<file path="src/jtp_pkg.sv">
// Shared constants and types of the test access port block
`default_nettype none
package jtp_pkg;

  // ----------------------------------------
  // Instruction register
  // ----------------------------------------
  localparam int          IR_W       = 4;
  localparam logic [3:0]  IR_CAPTURE = 4'h1;
  localparam logic [3:0]  OP_IDCODE  = 4'h1;
  localparam logic [3:0]  OP_BYPASS  = 4'hF;
  localparam logic [3:0]  OP_DBG0    = 4'h8;
  localparam logic [3:0]  OP_DBG1    = 4'h9;
  localparam logic [3:0]  OP_DBG2    = 4'hA;
  localparam logic [3:0]  OP_DBG3    = 4'hB;

  // ----------------------------------------
  // Data register sizes and layouts
  // ----------------------------------------
  localparam int ADDR_W       = 16;
  localparam int NRES         = 4;
  localparam int MODE_W       = 3;
  localparam int CFG_EN_LSB   = NRES * ADDR_W;
  localparam int CFG_MODE_LSB = CFG_EN_LSB + NRES;
  localparam int CFG_W        = CFG_MODE_LSB + MODE_W;
  localparam int ID_W         = 32;
  localparam int COMM_W       = 8;
  localparam int INSN_W       = 16;
  localparam int CTL_W        = 3;
  localparam int DR_W         = CFG_W;
  localparam int LEN_W        = 7;
  localparam int CTL_HALT     = 0;
  localparam int CTL_FLOW     = 1;
  localparam int CTL_STEP     = 2;
  localparam int COMM_DIRTY   = 7;

  // ----------------------------------------
  // Register bus map
  // ----------------------------------------
  localparam int          BUS_AW      = 3;
  localparam logic [2:0]  REG_CTRL    = 3'h0;
  localparam logic [2:0]  REG_STATUS  = 3'h1;
  localparam logic [2:0]  REG_COMM    = 3'h2;
  localparam int          CTRL_DIS    = 0;
  localparam int          ST_STATE    = 0;
  localparam int          ST_IR       = 4;
  localparam int          ST_DBG      = 8;
  localparam int          ST_CLAIM    = 9;
  localparam int          ST_HALT     = 10;
  localparam int          ST_BRK      = 11;

  typedef enum logic [MODE_W-1:0] {
    BRK_PM4, BRK_PM3_DM1, BRK_PM2_DM2, BRK_PM2_PMRANGE, BRK_PM2_DMRANGE
  } jtp_brk_mode_t;

  typedef enum logic [3:0] {
    TS_RESET, TS_IDLE, TS_SEL_DR, TS_CAP_DR, TS_SH_DR, TS_EX1_DR, TS_PAU_DR,
    TS_EX2_DR, TS_UPD_DR, TS_SEL_IR, TS_CAP_IR, TS_SH_IR, TS_EX1_IR,
    TS_PAU_IR, TS_EX2_IR, TS_UPD_IR
  } jtp_tap_state_t;

endpackage : jtp_pkg
`default_nettype wire

</file>
<file path="src/jtp_tap_port.sv">
// Test access port: TAP controller, instruction and data registers, debug access
//
// Function
// - Sample mode and data on test clock rise
// - No async test reset pin exists
// - Fuse off: pins released, controller held reset
// - Fuse on, disable clear: pull-ups, port on
// - Data output undriven outside shift states
// - Sixteen-state controller steered by mode level
// - Power-on reset starts in Test-Logic-Reset
// - Every shift register moves LSB first
// - Instruction shift outputs captured value 0x01
// - Instruction changes only in Update-IR or on entering Test-Logic-Reset
// - Data shift outputs values captured in Capture-DR
// - Latched data outputs change only in Update-DR, except control bits clear while debug is off
// - Five mode-high clocks reach Test-Logic-Reset
// - Instruction selects and controls the data register
// - Data scan directly after instruction update allowed
// - Codes 8 to B reach debug system
// - Break on flow change and single step
// - Four resources: program, data, or range
// - Debug needs fuse and no lock bits
// - Processor returns results through I/O location
// - Test-Logic-Reset selects identification instruction
//
// The Avalon-MM slave port and the register addresses are this design's own decisions.
`timescale 1ns/1ps
`default_nettype none
module jtp_tap_port #(
  parameter logic [31:0] IDCODE   = 32'h1234_5671, // arbitrary identification value
  parameter int          LOCK_W   = 2
) (
  input  wire logic                     mclk,                  // 20 MHz system clock
  input  wire logic                     rst_n,                 // async reset, active low
  input  wire logic                     tck_pin,               // test clock pin
  input  wire logic                     tms_pin,               // mode select pin
  input  wire logic                     tdi_pin,               // test data in pin
  output logic                          tdo_out,               // test data out level
  output logic                          tdo_oe_n,              // low while driving data out
  output logic                          test_pins_claimed,     // pins serve test port, pulled high
  input  wire logic                     test_port_enable_fuse, // port fuse programmed
  input  wire logic                     debug_enable_fuse,     // debug fuse programmed
  input  wire logic [LOCK_W-1:0]        lock_bits,             // any set locks debug
  input  wire logic [jtp_pkg::BUS_AW-1:0] avs_address,         // word index
  input  wire logic                     avs_read,              // read request
  input  wire logic                     avs_write,             // write request
  input  wire logic [31:0]              avs_writedata,         // write data
  output logic [31:0]                   avs_readdata,          // read data
  output logic                          avs_waitrequest,       // stall
  input  wire logic [jtp_pkg::ADDR_W-1:0] cpu_pc,              // retiring address
  input  wire logic                     cpu_retire,            // instruction retires
  input  wire logic                     cpu_flow_change,       // program flow changed
  input  wire logic [jtp_pkg::ADDR_W-1:0] cpu_dm_addr,         // data access address
  input  wire logic                     cpu_dm_access,         // data access strobe
  output logic [jtp_pkg::INSN_W-1:0]    cpu_insn,              // instruction fed to core
  output logic                          cpu_insn_valid,        // one-cycle insn strobe
  output logic                          cpu_halt_req,          // halt request level
  output logic                          cpu_break              // break pulse
);

  // ----------------------------------------
  // Declarations
  // ----------------------------------------
  logic [2:0]                      pin_s1;
  logic [2:0]                      pin_s2;
  logic                            tck_prev;
  logic                            tck_rise;
  logic                            tck_fall;
  logic                            tms_s;
  logic                            tdi_s;

  jtp_pkg::jtp_tap_state_t         state;
  jtp_pkg::jtp_tap_state_t         next_state;
  logic [jtp_pkg::IR_W-1:0]        ir_sh;
  logic [jtp_pkg::IR_W-1:0]        next_ir_sh;
  logic [jtp_pkg::IR_W-1:0]        ir;
  logic [jtp_pkg::IR_W-1:0]        next_ir;
  logic [jtp_pkg::DR_W-1:0]        dr_sh;
  logic [jtp_pkg::DR_W-1:0]        next_dr_sh;
  logic                            next_tdo_out;
  logic                            next_tdo_oe_n;
  logic                            next_claimed;

  logic [jtp_pkg::CFG_W-1:0]       brk_cfg;
  logic [jtp_pkg::CFG_W-1:0]       next_brk_cfg;
  logic [jtp_pkg::CTL_W-1:0]       dbg_ctl;
  logic [jtp_pkg::CTL_W-1:0]       next_dbg_ctl;
  logic [jtp_pkg::INSN_W-1:0]      next_cpu_insn;
  logic                            next_cpu_insn_valid;
  logic [jtp_pkg::COMM_W-2:0]      comm_data;
  logic [jtp_pkg::COMM_W-2:0]      next_comm_data;
  logic                            comm_dirty;
  logic                            next_comm_dirty;

  logic                            port_dis;
  logic                            next_port_dis;
  logic                            bus_ack;
  logic                            next_bus_ack;
  logic [31:0]                     next_readdata;

  logic                            port_on;
  logic                            debug_on;
  logic [jtp_pkg::IR_W-1:0]        eff_ir;
  logic                            bus_req;
  logic                            brk_hit;

  // ----------------------------------------
  // Functions
  // ----------------------------------------
  function automatic jtp_pkg::jtp_tap_state_t tap_next(
    input jtp_pkg::jtp_tap_state_t s,
    input logic                    m
  );
    case (s)
      jtp_pkg::TS_RESET:   tap_next = m ? jtp_pkg::TS_RESET   : jtp_pkg::TS_IDLE;
      jtp_pkg::TS_IDLE:    tap_next = m ? jtp_pkg::TS_SEL_DR  : jtp_pkg::TS_IDLE;
      jtp_pkg::TS_SEL_DR:  tap_next = m ? jtp_pkg::TS_SEL_IR  : jtp_pkg::TS_CAP_DR;
      jtp_pkg::TS_CAP_DR:  tap_next = m ? jtp_pkg::TS_EX1_DR  : jtp_pkg::TS_SH_DR;
      jtp_pkg::TS_SH_DR:   tap_next = m ? jtp_pkg::TS_EX1_DR  : jtp_pkg::TS_SH_DR;
      jtp_pkg::TS_EX1_DR:  tap_next = m ? jtp_pkg::TS_UPD_DR  : jtp_pkg::TS_PAU_DR;
      jtp_pkg::TS_PAU_DR:  tap_next = m ? jtp_pkg::TS_EX2_DR  : jtp_pkg::TS_PAU_DR;
      jtp_pkg::TS_EX2_DR:  tap_next = m ? jtp_pkg::TS_UPD_DR  : jtp_pkg::TS_SH_DR;
      jtp_pkg::TS_UPD_DR:  tap_next = m ? jtp_pkg::TS_SEL_DR  : jtp_pkg::TS_IDLE;
      jtp_pkg::TS_SEL_IR:  tap_next = m ? jtp_pkg::TS_RESET   : jtp_pkg::TS_CAP_IR;
      jtp_pkg::TS_CAP_IR:  tap_next = m ? jtp_pkg::TS_EX1_IR  : jtp_pkg::TS_SH_IR;
      jtp_pkg::TS_SH_IR:   tap_next = m ? jtp_pkg::TS_EX1_IR  : jtp_pkg::TS_SH_IR;
      jtp_pkg::TS_EX1_IR:  tap_next = m ? jtp_pkg::TS_UPD_IR  : jtp_pkg::TS_PAU_IR;
      jtp_pkg::TS_PAU_IR:  tap_next = m ? jtp_pkg::TS_EX2_IR  : jtp_pkg::TS_PAU_IR;
      jtp_pkg::TS_EX2_IR:  tap_next = m ? jtp_pkg::TS_UPD_IR  : jtp_pkg::TS_SH_IR;
      jtp_pkg::TS_UPD_IR:  tap_next = m ? jtp_pkg::TS_SEL_DR  : jtp_pkg::TS_IDLE;
      default:             tap_next = jtp_pkg::TS_RESET;
    endcase
  endfunction : tap_next

  // Scan length of the register picked by an instruction
  function automatic logic [jtp_pkg::LEN_W-1:0] dr_len(input logic [jtp_pkg::IR_W-1:0] op);
    case (op)
      jtp_pkg::OP_IDCODE: dr_len = jtp_pkg::LEN_W'(jtp_pkg::ID_W);
      jtp_pkg::OP_DBG0:   dr_len = jtp_pkg::LEN_W'(jtp_pkg::CFG_W);
      jtp_pkg::OP_DBG1:   dr_len = jtp_pkg::LEN_W'(jtp_pkg::COMM_W);
      jtp_pkg::OP_DBG2:   dr_len = jtp_pkg::LEN_W'(jtp_pkg::INSN_W);
      jtp_pkg::OP_DBG3:   dr_len = jtp_pkg::LEN_W'(jtp_pkg::CTL_W);
      default:            dr_len = jtp_pkg::LEN_W'(1);
    endcase
  endfunction : dr_len

  function automatic logic is_dbg_op(input logic [jtp_pkg::IR_W-1:0] op);
    is_dbg_op = (op >= jtp_pkg::OP_DBG0) && (op <= jtp_pkg::OP_DBG3);
  endfunction : is_dbg_op

  // ----------------------------------------
  // Pin synchronisers
  // ----------------------------------------
  // Test pins are asynchronous to mclk; the test clock must stay well
  // below a quarter of mclk so that each edge is seen.
  always_ff @(posedge mclk or negedge rst_n) begin
    if (!rst_n) begin
      pin_s1   <= '0;
      pin_s2   <= '0;
      tck_prev <= 1'b0;
    end else begin
      pin_s1   <= {tck_pin, tms_pin, tdi_pin};
      pin_s2   <= pin_s1;
      tck_prev <= pin_s2[2];
    end
  end

  assign tms_s    = pin_s2[1];
  assign tdi_s    = pin_s2[0];
  assign tck_rise = pin_s2[2] & ~tck_prev;
  assign tck_fall = ~pin_s2[2] & tck_prev;

  // ----------------------------------------
  // Gating
  // ----------------------------------------
  assign port_on  = test_port_enable_fuse & ~port_dis;
  assign debug_on = debug_enable_fuse & ~(|lock_bits);
  // Locked parts see the debug codes as bypass, closing the back door
  assign eff_ir   = (is_dbg_op(ir) && !debug_on) ? jtp_pkg::OP_BYPASS : ir;
  assign bus_req  = avs_read | avs_write;
  assign avs_waitrequest = bus_req & ~bus_ack;

  // ----------------------------------------
  // Next values
  // ----------------------------------------
  always_comb begin
    logic [jtp_pkg::LEN_W-1:0] len;
    len                 = dr_len(eff_ir);
    next_state          = state;
    next_ir_sh          = ir_sh;
    next_ir             = ir;
    next_dr_sh          = dr_sh;
    next_tdo_out        = tdo_out;
    next_tdo_oe_n       = tdo_oe_n;
    next_claimed        = port_on;
    next_brk_cfg        = brk_cfg;
    next_dbg_ctl        = dbg_ctl;
    next_cpu_insn       = cpu_insn;
    next_cpu_insn_valid = 1'b0;
    next_comm_data      = comm_data;
    next_comm_dirty     = comm_dirty;
    next_port_dis       = port_dis;
    next_bus_ack        = bus_req & ~bus_ack;
    next_readdata       = avs_readdata;

    if (tck_rise) begin
      next_state = tap_next(state, tms_s);
      case (state)
        jtp_pkg::TS_CAP_IR: next_ir_sh = jtp_pkg::IR_CAPTURE;
        jtp_pkg::TS_SH_IR:  next_ir_sh = {tdi_s, ir_sh[jtp_pkg::IR_W-1:1]};
        jtp_pkg::TS_UPD_IR: next_ir = ir_sh;
        jtp_pkg::TS_CAP_DR: begin
          case (eff_ir)
            jtp_pkg::OP_IDCODE: next_dr_sh = jtp_pkg::DR_W'(IDCODE);
            jtp_pkg::OP_DBG0:   next_dr_sh = jtp_pkg::DR_W'(brk_cfg);
            jtp_pkg::OP_DBG1:   next_dr_sh = jtp_pkg::DR_W'({comm_dirty, comm_data});
            jtp_pkg::OP_DBG2:   next_dr_sh = jtp_pkg::DR_W'(cpu_insn);
            jtp_pkg::OP_DBG3:   next_dr_sh = jtp_pkg::DR_W'(dbg_ctl);
            default:            next_dr_sh = '0;
          endcase
        end
        jtp_pkg::TS_SH_DR: begin
          next_dr_sh            = dr_sh >> 1;
          next_dr_sh[len - 1'b1] = tdi_s;
        end
        jtp_pkg::TS_UPD_DR: begin
          case (eff_ir)
            jtp_pkg::OP_DBG0: next_brk_cfg = dr_sh[jtp_pkg::CFG_W-1:0];
            jtp_pkg::OP_DBG1: next_comm_dirty = 1'b0;
            jtp_pkg::OP_DBG2: begin
              next_cpu_insn       = dr_sh[jtp_pkg::INSN_W-1:0];
              next_cpu_insn_valid = 1'b1;
            end
            jtp_pkg::OP_DBG3: next_dbg_ctl = dr_sh[jtp_pkg::CTL_W-1:0];
            default: ;
          endcase
        end
        default: ;
      endcase
      if (next_state == jtp_pkg::TS_RESET) begin
        next_ir = jtp_pkg::OP_IDCODE;
      end
    end

    // Data out changes on the falling test clock edge
    if (tck_fall) begin
      next_tdo_out  = (state == jtp_pkg::TS_SH_IR) ? ir_sh[0] : dr_sh[0];
      next_tdo_oe_n = ~((state == jtp_pkg::TS_SH_IR) || (state == jtp_pkg::TS_SH_DR));
    end

    // Processor side of the debug mailbox and the port disable bit
    if (bus_req && !bus_ack) begin
      case (avs_address)
        jtp_pkg::REG_CTRL:   next_readdata = 32'(port_dis) << jtp_pkg::CTRL_DIS;
        jtp_pkg::REG_STATUS: next_readdata = (32'(state) << jtp_pkg::ST_STATE)
                                           | (32'(ir) << jtp_pkg::ST_IR)
                                           | (32'(debug_on) << jtp_pkg::ST_DBG)
                                           | (32'(test_pins_claimed) << jtp_pkg::ST_CLAIM)
                                           | (32'(cpu_halt_req) << jtp_pkg::ST_HALT)
                                           | (32'(cpu_break) << jtp_pkg::ST_BRK);
        jtp_pkg::REG_COMM:   next_readdata = 32'({comm_dirty, comm_data});
        default:             next_readdata = '0;
      endcase
    end
    if (avs_write && bus_ack) begin
      case (avs_address)
        jtp_pkg::REG_CTRL: next_port_dis = avs_writedata[jtp_pkg::CTRL_DIS];
        jtp_pkg::REG_COMM: begin
          // A processor write in the same cycle as a debugger read keeps dirty set
          next_comm_data  = avs_writedata[jtp_pkg::COMM_W-2:0];
          next_comm_dirty = 1'b1;
        end
        default: ;
      endcase
    end

    // Released pins: controller parked in reset, output not driven
    if (!port_on) begin
      next_state    = jtp_pkg::TS_RESET;
      next_ir       = jtp_pkg::OP_IDCODE;
      next_tdo_oe_n = 1'b1;
    end
    if (!debug_on) begin
      next_dbg_ctl = '0;
    end
  end

  // ----------------------------------------
  // State registers
  // ----------------------------------------
  // Only the system reset clears these registers asynchronously; no test reset pin exists
  always_ff @(posedge mclk or negedge rst_n) begin
    if (!rst_n) begin
      state             <= jtp_pkg::TS_RESET;
      ir_sh             <= jtp_pkg::IR_CAPTURE;
      ir                <= jtp_pkg::OP_IDCODE;
      dr_sh             <= '0;
      tdo_out           <= 1'b1;
      tdo_oe_n          <= 1'b1;
      test_pins_claimed <= 1'b0;
      brk_cfg           <= '0;
      dbg_ctl           <= '0;
      cpu_insn          <= '0;
      cpu_insn_valid    <= 1'b0;
      comm_data         <= '0;
      comm_dirty        <= 1'b0;
      port_dis          <= 1'b0;
      bus_ack           <= 1'b0;
      avs_readdata      <= '0;
    end else begin
      state             <= next_state;
      ir_sh             <= next_ir_sh;
      ir                <= next_ir;
      dr_sh             <= next_dr_sh;
      tdo_out           <= next_tdo_out;
      tdo_oe_n          <= next_tdo_oe_n;
      test_pins_claimed <= next_claimed;
      brk_cfg           <= next_brk_cfg;
      dbg_ctl           <= next_dbg_ctl;
      cpu_insn          <= next_cpu_insn;
      cpu_insn_valid    <= next_cpu_insn_valid;
      comm_data         <= next_comm_data;
      comm_dirty        <= next_comm_dirty;
      port_dis          <= next_port_dis;
      bus_ack           <= next_bus_ack;
      avs_readdata      <= next_readdata;
    end
  end

  assign cpu_halt_req = dbg_ctl[jtp_pkg::CTL_HALT];

  // ----------------------------------------
  // Break point unit
  // ----------------------------------------
  jtp_brk #(
    .AW (jtp_pkg::ADDR_W),
    .NR (jtp_pkg::NRES)
  ) u_brk (
    .mclk        (mclk),
    .rst_n       (rst_n),
    .enable      (debug_on),
    .res_addr    (brk_cfg[jtp_pkg::CFG_EN_LSB-1:0]),
    .res_en      (brk_cfg[jtp_pkg::CFG_MODE_LSB-1:jtp_pkg::CFG_EN_LSB]),
    .mode        (brk_cfg[jtp_pkg::CFG_W-1:jtp_pkg::CFG_MODE_LSB]),
    .flow_en     (dbg_ctl[jtp_pkg::CTL_FLOW]),
    .step_en     (dbg_ctl[jtp_pkg::CTL_STEP]),
    .pc          (cpu_pc),
    .retire      (cpu_retire),
    .flow_change (cpu_flow_change),
    .dm_addr     (cpu_dm_addr),
    .dm_access   (cpu_dm_access),
    .brk_hit     (brk_hit)
  );

  assign cpu_break = brk_hit;

endmodule : jtp_tap_port
`default_nettype wire

</file>
<file path="src/jtp_brk.sv">
// Break point unit: four address resources, flow change and single step
`timescale 1ns/1ps
`default_nettype none
module jtp_brk #(
  parameter int AW = jtp_pkg::ADDR_W,
  parameter int NR = jtp_pkg::NRES
) (
  input  wire logic                          mclk,        // system clock
  input  wire logic                          rst_n,       // async reset, active low
  input  wire logic                          enable,      // debug system allowed
  input  wire logic [NR*AW-1:0]              res_addr,    // resource addresses
  input  wire logic [NR-1:0]                 res_en,      // resource enables
  input  wire logic [jtp_pkg::MODE_W-1:0]    mode,        // resource arrangement
  input  wire logic                          flow_en,     // break on flow change
  input  wire logic                          step_en,     // single step break
  input  wire logic [AW-1:0]                 pc,          // retiring address
  input  wire logic                          retire,      // instruction retires
  input  wire logic                          flow_change, // flow change seen
  input  wire logic [AW-1:0]                 dm_addr,     // data access address
  input  wire logic                          dm_access,   // data access strobe
  output logic                               brk_hit      // one-cycle break pulse
);

  logic brk_hit_q;
  logic next_brk_hit;

  function automatic logic is_dm(input logic [jtp_pkg::MODE_W-1:0] m, input int i);
    case (m)
      jtp_pkg::BRK_PM3_DM1:     is_dm = (i == NR - 1);
      jtp_pkg::BRK_PM2_DM2:     is_dm = (i >= NR - 2);
      jtp_pkg::BRK_PM2_DMRANGE: is_dm = (i >= NR - 2);
      default:                  is_dm = 1'b0;
    endcase
  endfunction : is_dm

  // ----------------------------------------
  // Compare
  // ----------------------------------------
  always_comb begin
    logic          ranged;
    logic          hit;
    logic [AW-1:0] a;
    logic [AW-1:0] msk;
    logic [AW-1:0] x;
    a      = '0;
    x      = '0;
    ranged = (mode == jtp_pkg::BRK_PM2_PMRANGE) || (mode == jtp_pkg::BRK_PM2_DMRANGE);
    hit    = 1'b0;
    msk    = '0;
    for (int i = 0; i < NR; i++) begin
      a = res_addr[i*AW +: AW];
      x = is_dm(mode, i) ? dm_addr : pc;
      // Top resource becomes the mask of its partner in range modes
      if (ranged && i == NR - 2) begin
        msk = res_addr[(NR-1)*AW +: AW];
      end else begin
        msk = '0;
      end
      if (res_en[i] && !(ranged && i == NR - 1) && (((x ^ a) & ~msk) == '0)) begin
        hit = hit | (is_dm(mode, i) ? dm_access : retire);
      end
    end
    next_brk_hit = enable & (hit | (step_en & retire) | (flow_en & flow_change));
  end

  always_ff @(posedge mclk or negedge rst_n) begin
    if (!rst_n) begin
      brk_hit_q <= 1'b0;
    end else begin
      brk_hit_q <= next_brk_hit;
    end
  end

  assign brk_hit = brk_hit_q;

endmodule : jtp_brk
`default_nettype wire

</file>
<file path="config.mk">
export PLATFORM = sky130hd
export DESIGN_NAME = jtp_tap_port
export DESIGN_NICKNAME = d
export VERILOG_FILES = /design/src/jtp_pkg.sv /design/src/jtp_tap_port.sv /design/src/jtp_brk.sv
export SDC_FILE = /design/constraint.sdc
export NUM_CORES = 1
export LEC_CHECK = 0
export BUFFER_PORTS_ARGS = -buffer_cell sky130_fd_sc_hd__buf_4
export CAP_MARGIN = 20
export CORE_UTILIZATION = 30
export DETAILED_ROUTE_END_ITERATION = 12
export PLACE_DENSITY = 0.52
export SLEW_MARGIN = 25
export SYNTH_ARGS = -nofsm -noshare
export SYNTH_HDL_FRONTEND = slang
export SYNTH_SLANG_ARGS = --single-unit
</file>
<file path="constraint.sdc">
create_clock -name mclk -period 2.25 [get_ports mclk]
set_input_delay 0.3375 -clock mclk [delete_from_list [all_inputs] [get_ports mclk]]
set_output_delay 0.3375 -clock mclk [all_outputs]
set_load 0.01 [all_outputs]
</file>
==> flow_summary.ini <==
[global_route]
grt_max_degree = 58
globalRouteOverflowTotal = 0
grt_pass1_vias = 8957
grt_first_pass_wirelength_um = 55280
antenna_found_initial = 0
grtUsageTotal_pct = 18.67

[synthesis]
ys_warn_count = 0
netlist-cell-type-count = 61
synthTopCellsByCount = dfrtp_1, nand2_1, nor2_1, mux2_2, nand3_1
synth_top_area_share_pct = 45.37
synth_most_common_cell = dfrtp_1
synthCells = 1159
synth.area.top_cells = dfrtp_1, mux2_2, nand2_1
yosys.area.top_type = dfrtp_1
ys_ff_latch = 207
syn_avg_cell_area_um2 = 9.661
synth-edff-count = 0
yosysSeqAreaShare_pct = 46.31
async_reset_ff_share_pct = 100.0
synth-main-ff-cell = dfrtp_1
syn_area_um2 = 11200

[cells_and_area]
final_core_utilization_pct = 37.48
antennaDiodeCount = 0
area_growth_pct = 22.84
drive_gt1_share_pct = 25.25
fill_cells = 3672
fin_nets = 1354
fin_cells = 1759

[placement]
port_buffers = 90
post-place-cells = 1695
routabilityCongestion = 0.9198
place_ws_ns = -0.03961
dpl.hpwl_um = 25660

[critical_path]
required_ns = 2.70
critPathKind = reg2reg
cp-start-kind = flip-flop
worstPathArrival_ns = 2.67
end_kind = flip-flop
crit-reg2reg-launch = brk_cfg[68]$_DFFE_PN0P_
path_max_fanout = 7
worstSetupStartpoint = brk_cfg[68]$_DFFE_PN0P_

[run]
drv_cap = 0

[drt]
drtIter0Drc = 530
vias_per_cell = 5.158
vias = 9073
drc = 0
ant_nets = 0
wire_per_inst_um = 20.29
drt_wl_total_um = 35700
dr.pass1.iters = 5

[sta]
fin_tns_setup_ns = 0
setup_ws_ns = 0.03097
finalSetupViolCount = 0
relSlewSlack_pct = 53.73
rsz0062_at_grt = yes
max_slew.worst_pin.slew_ns = 0.6888
clock.fmax_mhz = 450.6
clock-skew-final_ns = 0.008499
fin_crit_sh_pct = 98.62
period_minus_slack_ns = 2.219
final_hold_viol_count = 0
slew_violations = 0
timing.hold.ws_ns = 0.04942

[power]
peakVddDrop_v = 0.0004766
p_per_area_nw_per_um2 = 658.9
leakagePower_nw = 5.816

[die]
rows = 70
dieWidth_um = 195.2
core-area_um2 = 36700
die_y_um = 195.2
io_pins = 136
start_util_pct = 30.51
die_area_um2 = 38100

[clock_tree]
clk_path_buf_depth = 3
htree_levels = 1
cts_buffers = 25
cts_tree = yes
cts-root-buf = clkbuf_16
clock_sinks = 207
clkTransAtPathRegs_ns = 0.06
clk-insertion-delay-late_ns = 0.53

[worst_hold_path]
hold_start = avs_writedata[1]
hp-class = in2reg

[run_status]
status = finished, final reports clean
## layout make-up
class | count | area [µm²] | share of cell area, %
Tap cell | 468 | 585.6 | 4.257
Timing Repair Buffer | 183 | 1614 | 11.73
Multi-Input combinational cell | 824 | 5418 | 39.39
Clock inverter | 8 | 101.3 | 0.7368
Clock buffer | 37 | 730.7 | 5.312
Inverter | 32 | 120.1 | 0.8733
Sequential cell | 207 | 5185 | 37.70
## state kept, by name (all words and copies together), names as in the netlist, 4 cells and up
signal / cells
ir: 4
brk_cfg: 71
avs_readdata: 12
dr_sh: 71
ir_sh: 4
cpu_insn: 16
state: 4
comm_data: 7
## per-layer routing
layer,part of all wire (%),GRT usage [%],wire length (µm),vias up
met4,1.9,4.695,673,0
met5,0,0,0,-
met2,47,29.63,16640,220
li1,-,-,-,4313
met1,47,26.94,16880,4491
met3,4.2,2.159,1494,49
## worst paths after layout
kind | cells past startpoint | end | slack (ns)
max | 10 | u_brk.brk_hit$_DFF_PN0_ | 0.03
max in group asynchronous | 3 | avs_readdata[10]$_DFFE_PN0P_ | 1.21
min in group asynchronous | 2 | pin_s2[0]$_DFF_PN0_ | 0.33
min reg2reg | 0 | pin_s2[1]$_DFF_PN0_ | 0.35
min | 2 | comm_data[1]$_DFFE_PN0P_ | 0.05
max reg2reg | 10 | u_brk.brk_hit$_DFF_PN0_ | 0.03
## repair_timing
item	CTS	global route
hold buffers	4	0
setup buffers	4	11
hold endpoints to repair	55	0
endpoints found under the setup margin	1	1
gates resized for setup	3	11
pin swaps	3	9
## worst max-delay path: stages, from the launching register on
cell,delay (ns)
dfrtp_1,0.41
buf_6,0.15
xor2_4,0.27
buf_6,0.15
buf_4,0.15
mux2i_1,0.23
o32a_1,0.23
o2bb2ai_1,0.10
a211oi_2,0.21
a31oi_1,0.13
o21ai_1,0.11
## metrics by stage
step | cell area, µm² | total power, mW
after floorplan | 11270 | 4.561
after global placement | 12720 | 5.009
after detailed placement | 12720 | 5.019
after CTS | 13630 | 9.170
after global routing | 13750 | 9.437
final | 13750 | 9.063
## report_power, final
| part | switching, mW | internal, mW |
|---|---|---|
| combinational | 0.545 | 0.412 |
| clock | 1.63 | 2.47 |
| sequential | 0.128 | 3.87 |
## cells by family (layout without fill, tap and decap cells)
group           Yosys count  count (layout)  synth area share (%)
compound gates          257             257                 14.73
buf+inv                 147             260                 6.425
flops                   207             207                 46.31
simple gates            353             353                 14.63
mux                     123             123                 12.16
xor+xnor                 71              71                 5.721
other cells               1              20               0.03349
## cell usage in the layout, fill, tap and decap left out, types with 5 or more instances in the layout
master     Yosys  routed
dfrtp_1      203     203
buf_4         29     156
nand2_1      114     114
nor2_1        89      88
mux2_2        84      84
nand3_1       76      76
o21ai_0       62      61
a31oi_1       59      59
xnor2_1       48      48
a21oi_1       47      47
mux2i_1       37      36
inv_1         32      32
clkbuf_16      0      25
xor2_1        22      22
a22o_1        21      21
conb_1         1      20
buf_12         0      16
nor2b_1       15      15
nand4_1       13      13
nand2b_1       9       9
nor4_1         9       9
a221oi_1      10       9
a22oi_1        8       8
o221ai_1       7       7
o21ai_1        6       7
o22ai_1        6       6
clkbuf_8       0       6
clkbuf_1      55       6
buf_6          5       6
nor3_1         7       5
and3_1         6       5
No activity file was read; power rests on OpenSTA's default activity.
